`src/hdl/mctu_regs.vh`:
```
// Register indices, field positions and reset values of the timer unit.
`ifndef MCTU_REGS_VH
`define MCTU_REGS_VH
// ------------------------------------------------------------------
// Address map: addr[7:4] channel (5 = global), addr[3:0] index
// ------------------------------------------------------------------
`define MCTU_GLOBAL_SEL   4'h5
`define MCTU_CTRL_IDX     4'h0
`define MCTU_IOCTL_IDX    4'h1
`define MCTU_IRQEN_IDX    4'h2
`define MCTU_STAT_IDX     4'h3
`define MCTU_CNT_IDX      4'h4
`define MCTU_GRA_IDX      4'h5
`define MCTU_GRB_IDX      4'h6
`define MCTU_BRA_IDX      4'h7
`define MCTU_BRB_IDX      4'h8
`define MCTU_START_IDX    4'h0
`define MCTU_SYNC_IDX     4'h1
`define MCTU_MODE_IDX     4'h2
`define MCTU_BUFEN_IDX    4'h3
// ------------------------------------------------------------------
// Field positions
// ------------------------------------------------------------------
`define MCTU_CK_HI        2
`define MCTU_CK_LO        0
`define MCTU_EDGE_HI      4
`define MCTU_EDGE_LO      3
`define MCTU_CLR_HI       6
`define MCTU_CLR_LO       5
`define MCTU_IOA_CAP      2
`define MCTU_IOB_CAP      6
`define MCTU_FLAG_A       0
`define MCTU_FLAG_B       1
`define MCTU_FLAG_OVF     2
`define MCTU_MODE_PHASE   5
`define MCTU_MODE_RSPWM   6
`define MCTU_MODE_CPWM    7
`define MCTU_BUFB_LO      5
// ------------------------------------------------------------------
// Codes and reset values
// ------------------------------------------------------------------
`define MCTU_CLR_NONE     2'h0
`define MCTU_CLR_A        2'h1
`define MCTU_CLR_B        2'h2
`define MCTU_CLR_SYNC     2'h3
`define MCTU_OUT_LOW      2'h1
`define MCTU_OUT_HIGH     2'h2
`define MCTU_OUT_TOGGLE   2'h3
`define MCTU_EDGE_RISE    2'h0
`define MCTU_EDGE_FALL    2'h1
`define MCTU_STAT_RSV     16'h0078
`define MCTU_CNT_TOP      16'hFFFF
`define MCTU_CNT_ZERO     16'h0000
`define MCTU_RST_8        8'h00
`define MCTU_RST_16       16'h0000
`endif

```
`src/hdl/mctu_timer.v`:
```
// Five-channel 16-bit timer unit with compare, capture and PWM modes.
//
// Contract
// - A counter counts only while its own start bit is 1.
// - After reset counters stay stopped until started; FFFF to 0000 wrap sets overflow.
// - Overflow flag with its enable set raises an interrupt request.
// - Periodic mode: match sets flag, clears counter to 0000.
// - Match/capture flag raises a request only when enabled.
// - Clock source: system clock, or divided by 2, 4 or 8.
// - External clock counts on rising, falling or both edges.
// - Compare drives pin low, high or toggle; channel 2 no toggle.
// - Compare pin holds 0 from configuration until first match.
// - A match asking for the present level leaves the pin alone.
// - Match fires when counter advances past the equal value.
// - Capture copies counter to general register on chosen edges.
// - Writing one synchronized counter writes all synchronized ones.
// - Synchronized-clear channels clear with another's clear source.
// - PWM: A pin goes 1 on match A, 0 on match B.
// - Reset-synced PWM: channels 3, 4 drive six pins off counter 3.
// - Complementary PWM: three non-overlapping pairs, both counters run.
// - Phase counting: channel 2 counts up or down from quadrature.
// - Buffered compare reloads from buffer; capture pushes old value.
// - PWM buffering transfers on reversal or on channel 3 match A.
// - Underflow from 0000 to FFFF also sets the overflow flag.
// - Flags clear by writing 0 after reading 1; writing 1 ignored.
`timescale 1ns/100ps
`include "mctu_regs.vh"
`default_nettype none
module mctu_timer
(
  input  wire        clk,
  input  wire        rst_b,
  input  wire [7:0]  reg_addr,
  input  wire [15:0] reg_wdata,
  input  wire        reg_wr,
  input  wire        reg_rd,
  output reg  [15:0] reg_rdata,
  input  wire [3:0]  ext_clock_inputs,
  input  wire [4:0]  compare_capture_pin_a_in,
  output reg  [4:0]  compare_capture_pin_a_out,
  output reg  [4:0]  compare_capture_pin_a_oe,
  input  wire [4:0]  compare_capture_pin_b_in,
  output reg  [4:0]  compare_capture_pin_b_out,
  output reg  [4:0]  compare_capture_pin_b_oe,
  output reg         ch4_inverse_out_a,
  output reg         ch4_inverse_out_b,
  output reg  [14:0] irq_req
);
  // ------------------------------------------------------------------
  // Address decode
  // ------------------------------------------------------------------
  function hit;
    input [7:0] a;
    input [3:0] sel;
    input [3:0] idx;
    begin
      hit = (a[7:4] == sel) && (a[3:0] == idx);
    end
  endfunction

  // ------------------------------------------------------------------
  // Reset release and pin synchronisers
  // ------------------------------------------------------------------
  reg        rst_s1_reg;
  reg        rst_n;
  always @(posedge clk or negedge rst_b)
  begin
    if (!rst_b)
    begin
      rst_s1_reg <= 1'b0;
      rst_n      <= 1'b0;
    end
    else
    begin
      rst_s1_reg <= 1'b1;
      rst_n      <= rst_s1_reg;
    end
  end

  // Order: {pin b, pin a, external clocks}. Short pulses may be lost.
  wire [13:0] pin_raw = {compare_capture_pin_b_in,
                         compare_capture_pin_a_in, ext_clock_inputs};
  reg  [13:0] pin_s1_reg;
  reg  [13:0] pin_s2_reg;
  reg  [13:0] pin_s3_reg;
  always @(posedge clk or negedge rst_n)
  begin
    if (!rst_n)
    begin
      pin_s1_reg <= 14'h0000;
      pin_s2_reg <= 14'h0000;
      pin_s3_reg <= 14'h0000;
    end
    else
    begin
      pin_s1_reg <= pin_raw;
      pin_s2_reg <= pin_s1_reg;
      pin_s3_reg <= pin_s2_reg;
    end
  end
  wire [13:0] pin_rise = pin_s2_reg & ~pin_s3_reg;
  wire [13:0] pin_fall = ~pin_s2_reg & pin_s3_reg;
  wire [3:0]  ext_rise = pin_rise[3:0];
  wire [3:0]  ext_fall = pin_fall[3:0];

  // Quadrature decode of external clocks A and B.
  wire qa     = pin_s2_reg[0];
  wire qb     = pin_s2_reg[1];
  wire q_edge = ext_rise[0] | ext_fall[0] | ext_rise[1] | ext_fall[1];
  wire q_up   = (ext_rise[0] & ~qb) | (ext_fall[0] & qb) |
                (ext_rise[1] & qa) | (ext_fall[1] & ~qa);

  // ------------------------------------------------------------------
  // Global registers and prescaler
  // ------------------------------------------------------------------
  reg  [4:0] start_register;
  reg  [4:0] sync_reg;
  reg  [7:0] mode_reg;
  reg  [9:0] bufen_reg;
  reg  [2:0] presc_reg;
  always @(posedge clk or negedge rst_n)
  begin
    if (!rst_n)
    begin
      start_register <= 5'h00;
      sync_reg       <= 5'h00;
      mode_reg       <= `MCTU_RST_8;
      bufen_reg      <= 10'h000;
      presc_reg      <= 3'h0;
    end
    else
    begin
      presc_reg <= presc_reg + 3'h1;
      if (reg_wr && hit(reg_addr, `MCTU_GLOBAL_SEL, `MCTU_START_IDX))
        start_register <= reg_wdata[4:0];
      if (reg_wr && hit(reg_addr, `MCTU_GLOBAL_SEL, `MCTU_SYNC_IDX))
        sync_reg <= reg_wdata[4:0];
      if (reg_wr && hit(reg_addr, `MCTU_GLOBAL_SEL, `MCTU_MODE_IDX))
        mode_reg <= reg_wdata[7:0];
      if (reg_wr && hit(reg_addr, `MCTU_GLOBAL_SEL, `MCTU_BUFEN_IDX))
        bufen_reg <= reg_wdata[9:0];
    end
  end
  wire rs_mode = mode_reg[`MCTU_MODE_RSPWM];
  wire cp_mode = mode_reg[`MCTU_MODE_CPWM];
  wire sync_wr = reg_wr && (reg_addr[3:0] == `MCTU_CNT_IDX) &&
                 (reg_addr[7:4] < 4'h5) && sync_reg[reg_addr[6:4]];

  // ------------------------------------------------------------------
  // Channels
  // ------------------------------------------------------------------
  wire [79:0] cnt_bus;
  wire [79:0] gra_bus;
  wire [79:0] grb_bus;
  wire [79:0] rd_bus;
  wire [4:0]  tick_bus;
  wire [4:0]  ma_bus;
  wire [4:0]  mb_bus;
  wire [4:0]  clr_bus;
  wire [4:0]  rev_bus;
  wire [4:0]  pa_bus;
  wire [4:0]  pb_bus;
  wire [4:0]  oea_bus;
  wire [4:0]  oeb_bus;
  wire [14:0] irq_bus;

  genvar ch;
  generate
    for (ch = 0; ch < 5; ch = ch + 1)
    begin : chan
      reg  [15:0] cnt_reg;
      reg  [15:0] gra_reg;
      reg  [15:0] grb_reg;
      reg  [15:0] bra_reg;
      reg  [15:0] brb_reg;
      reg  [7:0]  ctl_reg;
      reg  [7:0]  io_reg;
      reg  [2:0]  ien_reg;
      reg  [2:0]  flag_reg;
      reg  [2:0]  arm_reg;
      reg         dir_reg;
      reg         pa_reg;
      reg         pb_reg;
      reg  [15:0] rd_v;
      wire [3:0]  me = ch;
      wire [2:0]  cks = ctl_reg[`MCTU_CK_HI:`MCTU_CK_LO];
      wire [1:0]  edg = ctl_reg[`MCTU_EDGE_HI:`MCTU_EDGE_LO];
      wire [1:0]  csrc = ctl_reg[`MCTU_CLR_HI:`MCTU_CLR_LO];
      wire        phs = (ch == 2) && mode_reg[`MCTU_MODE_PHASE];
      wire        spc = (ch >= 3) && (rs_mode || cp_mode);
      wire        cmp = (ch >= 3) && cp_mode;
      wire        pwm = mode_reg[ch];
      wire        xr  = ext_rise[cks[1:0]];
      wire        xf  = ext_fall[cks[1:0]];
      wire        xe  = (edg == `MCTU_EDGE_RISE) ? xr :
                        (edg == `MCTU_EDGE_FALL) ? xf : (xr | xf);
      wire        src = cks[2] ? xe :
                        (cks == 3'h0) ? 1'b1 :
                        (cks == 3'h1) ? presc_reg[0] :
                        (cks == 3'h2) ? (&presc_reg[1:0]) :
                        (&presc_reg);
      wire        tick = start_register[ch] &&
                         (phs ? q_edge : src);
      wire        down = phs ? ~q_up : (cmp & dir_reg);
      // Channel 4 compares against counter 3 in reset-synced PWM.
      wire        iso  = (ch == 4) && rs_mode;
      wire [15:0] ccnt = iso ? cnt_bus[63:48] : cnt_reg;
      wire        ctk  = iso ? tick_bus[3] : tick;
      wire        a_oc = pwm | spc | ~io_reg[`MCTU_IOA_CAP];
      wire        b_oc = pwm | spc | ~io_reg[`MCTU_IOB_CAP];
      // Match fires on the count edge that leaves the equal value.
      wire        ma = ctk & a_oc & (ccnt == gra_reg);
      wire        mb = ctk & b_oc & (ccnt == grb_reg);
      wire        ar = pin_rise[4 + ch];
      wire        af = pin_fall[4 + ch];
      wire        br = pin_rise[9 + ch];
      wire        bf = pin_fall[9 + ch];
      wire        ca = ~a_oc & ((io_reg[1:0] == 2'h0) ? ar :
                       (io_reg[1:0] == 2'h1) ? af : (ar | af));
      wire        cb = ~b_oc & ((io_reg[5:4] == 2'h0) ? br :
                       (io_reg[5:4] == 2'h1) ? bf : (br | bf));
      wire        own_clr = ~cmp & (((csrc == `MCTU_CLR_A) & (ma | ca)) |
                            ((csrc == `MCTU_CLR_B) & (mb | cb)));
      wire        sclr = sync_reg[ch] & (csrc == `MCTU_CLR_SYNC) &
                         (|(clr_bus & sync_reg & ~(5'h01 << ch)));
      wire        wr_cnt = reg_wr & hit(reg_addr, me, `MCTU_CNT_IDX);
      wire        load = wr_cnt | (sync_reg[ch] & sync_wr);
      wire        edge_v = down ? (cnt_reg == `MCTU_CNT_ZERO) :
                           (cnt_reg == (cmp ? gra_bus[63:48] : `MCTU_CNT_TOP));
      wire        turn = cmp & edge_v;
      wire        ovf = tick & ~load & ~own_clr & ~sclr & (down ?
                        (cnt_reg == `MCTU_CNT_ZERO) :
                        (cnt_reg == `MCTU_CNT_TOP));
      wire        xfer = cp_mode ? rev_bus[3] :
                         rs_mode ? ma_bus[3] : 1'b1;
      wire        bua = bufen_reg[ch] & ~a_oc;
      wire        bub = bufen_reg[`MCTU_BUFB_LO + ch] & ~b_oc;
      wire        xa  = bufen_reg[ch] & a_oc & xfer &
                        ((ch >= 3 && (cp_mode || rs_mode)) ? 1'b1 : ma);
      wire        xb  = bufen_reg[`MCTU_BUFB_LO + ch] & b_oc & xfer &
                        ((ch >= 3 && (cp_mode || rs_mode)) ? 1'b1 : mb);
      wire        st_wr = reg_wr & hit(reg_addr, me, `MCTU_STAT_IDX);
      wire        st_rd = reg_rd & hit(reg_addr, me, `MCTU_STAT_IDX);
      wire [2:0]  fset = {ovf, mb | cb, ma | ca};
      wire [2:0]  fclr = {3{st_wr}} & ~reg_wdata[2:0] & arm_reg;
      wire [2:0]  fnext = fset | (flag_reg & ~fclr);
      wire        io_wr = reg_wr & hit(reg_addr, me, `MCTU_IOCTL_IDX);

      always @(posedge clk or negedge rst_n)
      begin
        if (!rst_n)
        begin
          cnt_reg  <= `MCTU_RST_16;
          gra_reg  <= `MCTU_CNT_TOP;
          grb_reg  <= `MCTU_CNT_TOP;
          bra_reg  <= `MCTU_CNT_TOP;
          brb_reg  <= `MCTU_CNT_TOP;
          ctl_reg  <= `MCTU_RST_8;
          io_reg   <= `MCTU_RST_8;
          ien_reg  <= 3'h0;
          flag_reg <= 3'h0;
          arm_reg  <= 3'h0;
          dir_reg  <= 1'b0;
          pa_reg   <= 1'b0;
          pb_reg   <= 1'b0;
        end
        else
        begin
          if (reg_wr && hit(reg_addr, me, `MCTU_CTRL_IDX))
            ctl_reg <= reg_wdata[7:0];
          if (io_wr)
            io_reg <= reg_wdata[7:0];
          if (reg_wr && hit(reg_addr, me, `MCTU_IRQEN_IDX))
            ien_reg <= reg_wdata[2:0];
          flag_reg <= fnext;
          arm_reg  <= (st_rd ? flag_reg : arm_reg) & fnext;
          if (load)
            cnt_reg <= reg_wdata;
          else if (own_clr || sclr)
            cnt_reg <= `MCTU_CNT_ZERO;
          else if (tick)
          begin
            if (turn)
              dir_reg <= ~dir_reg;
            cnt_reg <= (down ^ turn) ? cnt_reg - 16'h0001 :
                       cnt_reg + 16'h0001;
          end
          if (reg_wr && hit(reg_addr, me, `MCTU_GRA_IDX))
            gra_reg <= reg_wdata;
          else if (ca)
            gra_reg <= cnt_reg;
          else if (xa)
            gra_reg <= bra_reg;
          if (reg_wr && hit(reg_addr, me, `MCTU_GRB_IDX))
            grb_reg <= reg_wdata;
          else if (cb)
            grb_reg <= cnt_reg;
          else if (xb)
            grb_reg <= brb_reg;
          if (reg_wr && hit(reg_addr, me, `MCTU_BRA_IDX))
            bra_reg <= reg_wdata;
          else if (ca && bua)
            bra_reg <= gra_reg;
          if (reg_wr && hit(reg_addr, me, `MCTU_BRB_IDX))
            brb_reg <= reg_wdata;
          else if (cb && bub)
            brb_reg <= grb_reg;
          // Reconfiguring the pin restarts it from 0.
          if (io_wr)
            pa_reg <= 1'b0;
          else if (pwm)
          begin
            if (ma && !mb)
              pa_reg <= 1'b1;
            else if (mb && !ma)
              pa_reg <= 1'b0;
          end
          else if (ma)
          begin
            case (io_reg[1:0])
              `MCTU_OUT_LOW:    pa_reg <= 1'b0;
              `MCTU_OUT_HIGH:   pa_reg <= 1'b1;
              `MCTU_OUT_TOGGLE: pa_reg <= (ch == 2) ? pa_reg : ~pa_reg;
              default:          pa_reg <= pa_reg;
            endcase
          end
          if (io_wr)
            pb_reg <= 1'b0;
          else if (mb)
          begin
            case (io_reg[5:4])
              `MCTU_OUT_LOW:    pb_reg <= 1'b0;
              `MCTU_OUT_HIGH:   pb_reg <= 1'b1;
              `MCTU_OUT_TOGGLE: pb_reg <= (ch == 2) ? pb_reg : ~pb_reg;
              default:          pb_reg <= pb_reg;
            endcase
          end
        end
      end

      always @*
      begin
        rd_v = 16'h0000;
        case (reg_addr[3:0])
          `MCTU_CTRL_IDX:  rd_v = {8'h00, ctl_reg};
          `MCTU_IOCTL_IDX: rd_v = {8'h00, io_reg};
          `MCTU_IRQEN_IDX: rd_v = `MCTU_STAT_RSV | {13'h0000, ien_reg};
          `MCTU_STAT_IDX:  rd_v = `MCTU_STAT_RSV | {13'h0000, flag_reg};
          `MCTU_CNT_IDX:   rd_v = cnt_reg;
          `MCTU_GRA_IDX:   rd_v = gra_reg;
          `MCTU_GRB_IDX:   rd_v = grb_reg;
          `MCTU_BRA_IDX:   rd_v = bra_reg;
          `MCTU_BRB_IDX:   rd_v = brb_reg;
          default:         rd_v = 16'h0000;
        endcase
      end

      assign cnt_bus[ch*16 +: 16] = cnt_reg;
      assign gra_bus[ch*16 +: 16] = gra_reg;
      assign grb_bus[ch*16 +: 16] = grb_reg;
      assign rd_bus[ch*16 +: 16]  = rd_v;
      assign tick_bus[ch] = tick;
      assign ma_bus[ch]   = ma;
      assign mb_bus[ch]   = mb;
      assign clr_bus[ch]  = own_clr;
      assign rev_bus[ch]  = tick & turn;
      assign pa_bus[ch]   = pa_reg;
      assign pb_bus[ch]   = pb_reg;
      assign oea_bus[ch]  = a_oc & (pwm | (io_reg[1:0] != 2'h0));
      assign oeb_bus[ch]  = b_oc & (io_reg[5:4] != 2'h0);
      assign irq_bus[ch*3 +: 3] = flag_reg & ien_reg;
    end
  endgenerate

  // ------------------------------------------------------------------
  // Channel 3/4 PWM pairs and registered outputs
  // ------------------------------------------------------------------
  // Reset-synced pairs go high at the cycle reset, low at their match.
  reg  [2:0]  rsp_reg;
  wire [47:0] pair_gr = {grb_bus[79:64], gra_bus[79:64], grb_bus[63:48]};
  wire [15:0] c3 = cnt_bus[63:48];
  wire [15:0] c4 = cnt_bus[79:64];
  wire [2:0]  rs_fall = {mb_bus[4], ma_bus[4], mb_bus[3]};
  reg  [2:0]  pos_v;
  reg  [2:0]  neg_v;
  integer k;
  always @*
  begin
    pos_v = rsp_reg;
    neg_v = ~rsp_reg;
    if (cp_mode)
    begin
      // Counter 4 trails counter 3, so both tests can never hold at once.
      for (k = 0; k < 3; k = k + 1)
      begin
        pos_v[k] = (c3 > pair_gr[k*16 +: 16]) && (c4 > pair_gr[k*16 +: 16]);
        neg_v[k] = (c3 < pair_gr[k*16 +: 16]) && (c4 < pair_gr[k*16 +: 16]);
      end
    end
  end
  wire spc_out = rs_mode | cp_mode;

  always @(posedge clk or negedge rst_n)
  begin
    if (!rst_n)
    begin
      rsp_reg                   <= 3'h0;
      reg_rdata                 <= 16'h0000;
      compare_capture_pin_a_out <= 5'h00;
      compare_capture_pin_a_oe  <= 5'h00;
      compare_capture_pin_b_out <= 5'h00;
      compare_capture_pin_b_oe  <= 5'h00;
      ch4_inverse_out_a         <= 1'b0;
      ch4_inverse_out_b         <= 1'b0;
      irq_req                   <= 15'h0000;
    end
    else
    begin
      if (!rs_mode)
        rsp_reg <= 3'h0;
      else if (ma_bus[3])
        rsp_reg <= 3'h7;
      else
        rsp_reg <= rsp_reg & ~rs_fall;
      if (!reg_rd)
        reg_rdata <= 16'h0000;
      else if (reg_addr[7:4] < 4'h5)
        reg_rdata <= rd_bus[reg_addr[6:4]*16 +: 16];
      else
        reg_rdata <= 16'h0000;
      irq_req <= irq_bus;
      compare_capture_pin_a_out <= spc_out ?
        {pos_v[1], pos_v[0], pa_bus[2:0]} : pa_bus;
      compare_capture_pin_b_out <= spc_out ?
        {pos_v[2], neg_v[0], pb_bus[2:0]} : pb_bus;
      compare_capture_pin_a_oe <= spc_out ?
        {2'h3, oea_bus[2:0]} : oea_bus;
      compare_capture_pin_b_oe <= spc_out ?
        {2'h3, oeb_bus[2:0]} : oeb_bus;
      ch4_inverse_out_a <= spc_out & neg_v[1];
      ch4_inverse_out_b <= spc_out & neg_v[2];
    end
  end
endmodule // mctu_timer
`default_nettype wire

```
`config.mk`:
```
export PLATFORM = sky130hd
export DESIGN_NAME = mctu_timer
export DESIGN_NICKNAME = d
export VERILOG_FILES = /design/src/hdl/mctu_timer.v
export VERILOG_INCLUDE_DIRS = /design/src /design/src/hdl
export SDC_FILE = /design/constraint.sdc
export NUM_CORES = 2
export LEC_CHECK = 0
export BUFFER_PORTS_ARGS = -buffer_cell sky130_fd_sc_hd__buf_2
export CAP_MARGIN = 40
export CORE_MARGIN = 1
export CORE_UTILIZATION = 25
export CTS_CLUSTER_SIZE = 10
export DETAILED_ROUTE_END_ITERATION = 16
export GPL_TIMING_DRIVEN = 0
export HOLD_SLACK_MARGIN = 0.1
export PLACE_DENSITY = 0.45
export SYNTH_ARGS = -nofsm -noshare
export SYNTH_HDL_FRONTEND = slang
export SYNTH_SLANG_ARGS = --single-unit
```
`constraint.sdc`:
```
create_clock -name clk -period 19.8 [get_ports clk]
set_clock_uncertainty 0.1 [all_clocks]
set_input_delay 3.96 -clock clk [delete_from_list [all_inputs] [get_ports clk]]
set_output_delay 3.96 -clock clk [all_outputs]
set_load 0.005 [all_outputs]
```
Word level (Yosys, flattened, before mapping) --
Cells that the tools add are included.
Word-level totals: register bits 668, input bits 42, output and inout bits 53, logic and storage cells 970
Cells by class: add/subtract/negate cells 9, magnitude comparators 19, eq/ne operators 93, shifts and indexed selects 1, muxes and demuxes 221, bitwise gates (word level) 314, reduce and logical (&&, ||, !) cells 232
Operators with widths (count):
- two-way mux 16 bit | 72
- one-hot mux 16 bit (9 select lines) | 5
- == test 16 bit | 12
- AND 1 bit | 158
- logical AND 1 bit | 117
- two-way mux 1 bit | 110
- > comparator 16 bit | 6
- less-than comparator 16 bit | 6
- adder 16 x 1 -> 16 bit, second input constant | 5
- == test 16 bit, second input constant | 5
- indexed part select 80 x 8 -> 16 bit | 1
- AND 3 bit | 26
- nonzero test 3 bit | 21
- bitwise OR 1 bit | 59
- == test 2 bit, second input constant | 28
- NOT 1 bit | 51
- nonzero test 2 bit | 25
- zero test 16 bit | 3
- subtractor 16 x 1 -> 16 bit, second input constant | 3
- == test 2 x 1 -> 1 bit, second input constant | 20
- zero test 2 bit | 15
- AND 14 bit | 2
- NOT 14 bit | 2
- two-way mux 3 bit | 9
- other kinds (30) | 128

Logic depth before layout (Yosys ltp) --
depth in word-level cells 24, gate-level depth with buffers 22, gate-level depth less buffers 18

Worst setup path before layout --
OpenSTA, ideal clock, no wires.
kind input -> register, start input port reg_addr[3], end register chan[1].cnt_reg[11], library setup time 0.119 ns, data arrival time 6.523 ns, data required time 19.581 ns, path slack 13.058 ns, cell stages on the path 15, buffers on the path 7, path through buf_2 nor2b_1 nor3b_1 clkbuf_1 and2_0 clkbuf_1 a22o_1 clkbuf_1 or3b_1 o31a_1 buf_6 or2_1 buf_6 buf_6 o21a_1
Between the ends: word-level cells in the longest chain between the ends 7, elaborated cells between the ends (all ways) 10, classes of those cells eq/ne (1); mux (1); bitwise (3); reduce/logical (5)
Ends and longest elaborated chain:
- start, declared | line mctu_timer.v:33 | input wire [7:0] reg_addr,
- == test 4 x 3 -> 1 bit (*) | line mctu_timer.v:57 | hit = (a[7:4] == sel) && (a[3:0] == idx);
- logical AND 1 bit (3 in series) | line mctu_timer.v:146 | wire sync_wr = reg_wr && (reg_addr[3:0] == `MCTU_CNT_IDX) &&
- AND 1 bit | line mctu_timer.v:227 | wire load = wr_cnt | (sync_reg[ch] & sync_wr);
- bitwise OR 1 bit (*) | line mctu_timer.v:227
- nonzero test 3 bit (no line) or two-way mux 16 bit (tied branches)
- end signal, assigned | line mctu_timer.v:253 | cnt_reg <= `MCTU_RST_16;
- end signal, assigned | line mctu_timer.v:278 | cnt_reg <= reg_wdata;
- end signal, assigned | line mctu_timer.v:280 | cnt_reg <= `MCTU_CNT_ZERO;
- end, declared | line mctu_timer.v:171 | reg [15:0] cnt_reg;
Mark *: on every way between the ends. The rest lies on a longest branch, timed or not. A chain may end at the register's enable or synchronous reset.

Worst setup path after layout --
start input port reg_addr[0], end register reg_rdata[7]
Between the ends: word-level cells in the longest chain between the ends 5, elaborated cells between the ends (all ways) 17, classes of those cells eq/ne (8); shift (1); mux (7); reduce/logical (1)
Ends and longest elaborated chain:
- == test 4 bit, or another cell as far along | line mctu_timer.v:344 | case (reg_addr[3:0])
- one-hot mux 16 bit (9 select lines) | line mctu_timer.v:344
- indexed part select 80 x 8 -> 16 bit (*) | line mctu_timer.v:428 | reg_rdata <= rd_bus[reg_addr[6:4]*16 +: 16];
- two-way mux 16 bit (*) | line mctu_timer.v:427 | else if (reg_addr[7:4] < 4'h5)
- two-way mux 16 bit (*) | line mctu_timer.v:425 | if (!reg_rd)
- end signal, assigned | line mctu_timer.v:428
- end, declared | line mctu_timer.v:37 | output reg [15:0] reg_rdata,
Marks and branches as above.

==> flow_summary.json <==
{
  "outcome": "completed",
  "cts_resized": 0,
  "dieArea_um2": 173000,
  "worstPathMaxFanout": 10,
  "drt_iter0_drc": 5345,
  "crit_type": "primary input to register",
  "cts_buffers": 86,
  "grt_setup_unrepaired": "no",
  "fin_ws_ns": 11.15,
  "height_of_the_die_um": 416,
  "dieWidth_um": 416,
  "clkTransAtPathRegs_ns": 0.05,
  "multi_input_area_um2": 23300,
  "cap_viol_max_count": 0,
  "count_leader_synth": "sky130_fd_sc_hd__nand2_1",
  "ys_top_cells_by_count": "sky130_fd_sc_hd__nand2_1, sky130_fd_sc_hd__a21oi_1, sky130_fd_sc_hd__nor2_1, sky130_fd_sc_hd__dfrtp_1, sky130_fd_sc_hd__clkbuf_1",
  "synth.yosys.seq_area_share_pct": 40.0,
  "worst_ep_required_time_ns": 20.20,
  "clock_tree.buffer_depth": 3,
  "drive_above_1_share_pct": 17.3,
  "async_reset_ff_share_pct": 100,
  "tritoncts": "built",
  "cts_max_level": 3,
  "synth_area_per_cell_um2": 9.02,
  "post-synth-top-area-cell": "sky130_fd_sc_hd__dfrtp_1",
  "synthFlopType": "sky130_fd_sc_hd__dfrtp_1",
  "number_of_antenna_violations_at_the_first_check_in_global_routing": 17,
  "finalWorstPathRequiredPeriod_ns": 8.65,
  "std_cell_rows": 151,
  "power.leakage_nw": 22.0,
  "io-pin-count": 95,
  "synth_warnings": 0,
  "wl_mm": 232,
  "fin_crit_sh_pct": 43.7,
  "grtUsageTotal_pct": 26.2,
  "rrSetupSlack_ns": 12.90,
  "cp-start-kind": "primary input",
  "post-synth-top-area-fraction_pct": 20.4,
  "timing.hold.ws_ns": 0.243,
  "first_global_vias": 40100,
  "relSlewSlack_pct": 31.4,
  "clock_latency_ns": 0.75,
  "holdCritPathClass": "register to register",
  "dr.pass1.iters": 9,
  "initial_util_pct": 25.2,
  "count_of_state_elements_after_synthesis": 668,
  "placement.io_buffers": 76,
  "gp_congestion": 1.03,
  "globalRoute.totalOverflow": 0,
  "grt_first_pass_wirelength_mm": 322,
  "number_of_enable_type_register_cells_in_the_synthesized_netlist": 0,
  "route.detailed.wl_per_inst_um": 31.7,
  "setup_slack_after_placement_ns": 10.65,
  "dp_hpwl_mm": 177,
  "syn-instance-count": 4742,
  "n_fill_cell": 18000,
  "post-route-drc-count": 0,
  "synth_fp_nets": 4963,
  "max-vdd-ir-drop_uv": 65.5,
  "grt_start_max_net_pins": 64,
  "max_freq_mhz": 116,
  "root_buffer": "sky130_fd_sc_hd__clkbuf_16",
  "ctsHoldBuffers": 0,
  "coreArea_um2": 170000,
  "final-hold-violation-count": 0,
  "area.sequential_um2": 17100,
  "final_net_count": 5247,
  "count_of_cell_types_in_the_netlist": 100,
  "cts.sink_count": 668,
  "drt.antenna.violating_nets": 0,
  "synth_top_cells_by_area": "sky130_fd_sc_hd__dfrtp_1, sky130_fd_sc_hd__dfstp_2, sky130_fd_sc_hd__a21oi_1",
  "worst_pin_slew_ns": 1.02,
  "arrival_ns": 9.05,
  "netlist_area_pre_place_um2": 42800,
  "timing.final.max_slew_violations": 0,
  "power_per_cell_area_nw_per_um2": 111,
  "end_kind": "register",
  "setup-violations-final": 0,
  "via_count": 41600,
  "avgViaCountPerCell": 5.69,
  "area_growth_pct": 17.8,
  "postCtsSetupBuffers": 0
}
## area by class of cell
type,instances,share of cell area (%)
well taps,2218,5.51
inverters,214,1.60
clock buffers,142,5.04
plain buffers,399,3.15
diodes,6,0.0298
clock inverters,15,0.460
repair buffers,196,3.93
flip-flops and latches,668,34.0
multi-input cells,3461,46.3
## cell families (layout without fill, tap and decap cells)
family / count (synthesis) / after routing / share of synthesized area [%]
AO/OA/AOI/OAI: 1353 / 1353 / 21.2
XOR/XNOR: 182 / 182 / 3.73
adder cells (fa/ha/maj): 179 / 179 / 5.29
buffers and inverters: 613 / 966 / 5.50
flip-flops: 668 / 668 / 40.0
multiplexers: 374 / 374 / 9.50
other: 1 / 7 / 0.00877
AND/OR/NAND/NOR: 1372 / 1372 / 14.7
## per-layer routing
| layer | track usage (%) | vias up | routed length, um |
|---|---|---|---|
| met1 | 32.9 | 20900 | 92800 |
| met2 | 39.6 | 2293 | 99400 |
| met3 | 6.79 | 672 | 21700 |
| li1 | - | 17700 | - |
| met5 | 0 | - | 73 |
| met4 | 17.5 | 10 | 18200 |
## worst paths after layout
path | startpoint | to | cells after the start
worst max-delay path | reg_addr[0] | reg_rdata[7] | 10
worst min-delay path | pin_s1_reg[10] | pin_s2_reg[10] | 0
worst max register to register | mode_reg[7] | c4[12] | 20
worst min register to register | pin_s1_reg[10] | pin_s2_reg[10] | 0
max in group asynchronous | rst_b | rst_n | 1
min in group asynchronous | rst_n | pin_s1_reg[13] | 0
## through the flow
step	std cells	total power [mW]	util (%)	instance area [um^2]	TNS [ns]
3_3_place_gp	7036	3.87	27.1	45900	-4106.17
5_1_grt	7313	5.80	29.7	50300	0
6_report	7319	5.58	29.7	50300	0
2_1_floorplan	4742	3.10	-	42800	0
3_5_place_dp	7155	3.93	28.0	47600	0
4_1_cts	7312	5.55	29.7	50300	0
## power by group
group          switching (mW)  internal [mW]  total, mW  leakage [nW]
Combinational            1.22          0.713       1.93          12.8
Sequential              0.331           1.71       2.04          7.83
Clock                   0.693          0.915       1.61          1.34
## layout by cell type (no fill, tap or decap), types with 35 or more instances in the layout
cell type / n
sky130_fd_sc_hd__o31ai_1: 46
sky130_fd_sc_hd__o221ai_1: 116
sky130_fd_sc_hd__nand3_1: 61
sky130_fd_sc_hd__nand4_1: 53
sky130_fd_sc_hd__nor2_1: 438
sky130_fd_sc_hd__inv_1: 213
sky130_fd_sc_hd__nor3_1: 48
sky130_fd_sc_hd__clkbuf_1: 351
sky130_fd_sc_hd__o211ai_1: 47
sky130_fd_sc_hd__and2_1: 35
sky130_fd_sc_hd__a22oi_1: 86
sky130_fd_sc_hd__a222oi_1: 67
sky130_fd_sc_hd__xor2_1: 67
sky130_fd_sc_hd__buf_8: 41
sky130_fd_sc_hd__o21a_1: 40
sky130_fd_sc_hd__xnor2_1: 115
sky130_fd_sc_hd__nor2b_1: 53
sky130_fd_sc_hd__mux2i_1: 228
sky130_fd_sc_hd__nand2_1: 475
sky130_fd_sc_hd__ha_1: 176
sky130_fd_sc_hd__nor4_1: 35
sky130_fd_sc_hd__nand2b_1: 44
sky130_fd_sc_hd__buf_1: 41
sky130_fd_sc_hd__mux2_2: 134
sky130_fd_sc_hd__clkbuf_16: 89
sky130_fd_sc_hd__buf_2: 106
sky130_fd_sc_hd__dfstp_2: 320
sky130_fd_sc_hd__buf_6: 45
sky130_fd_sc_hd__a21oi_1: 461
sky130_fd_sc_hd__o21ai_0: 220
sky130_fd_sc_hd__dfrtp_1: 347
## critical path: stages
cell and delay [ns]:
sky130_fd_sc_hd__buf_2 0.18, sky130_fd_sc_hd__buf_1 0.63, sky130_fd_sc_hd__and3_1 0.29, sky130_fd_sc_hd__clkbuf_1 0.64, sky130_fd_sc_hd__clkbuf_1 0.77, sky130_fd_sc_hd__buf_1 0.80
sky130_fd_sc_hd__a211oi_1 0.40, sky130_fd_sc_hd__a311oi_1 0.38, sky130_fd_sc_hd__a31oi_1 0.13, sky130_fd_sc_hd__a211oi_1 0.85
No activity file was read; power rests on OpenSTA's default activity.
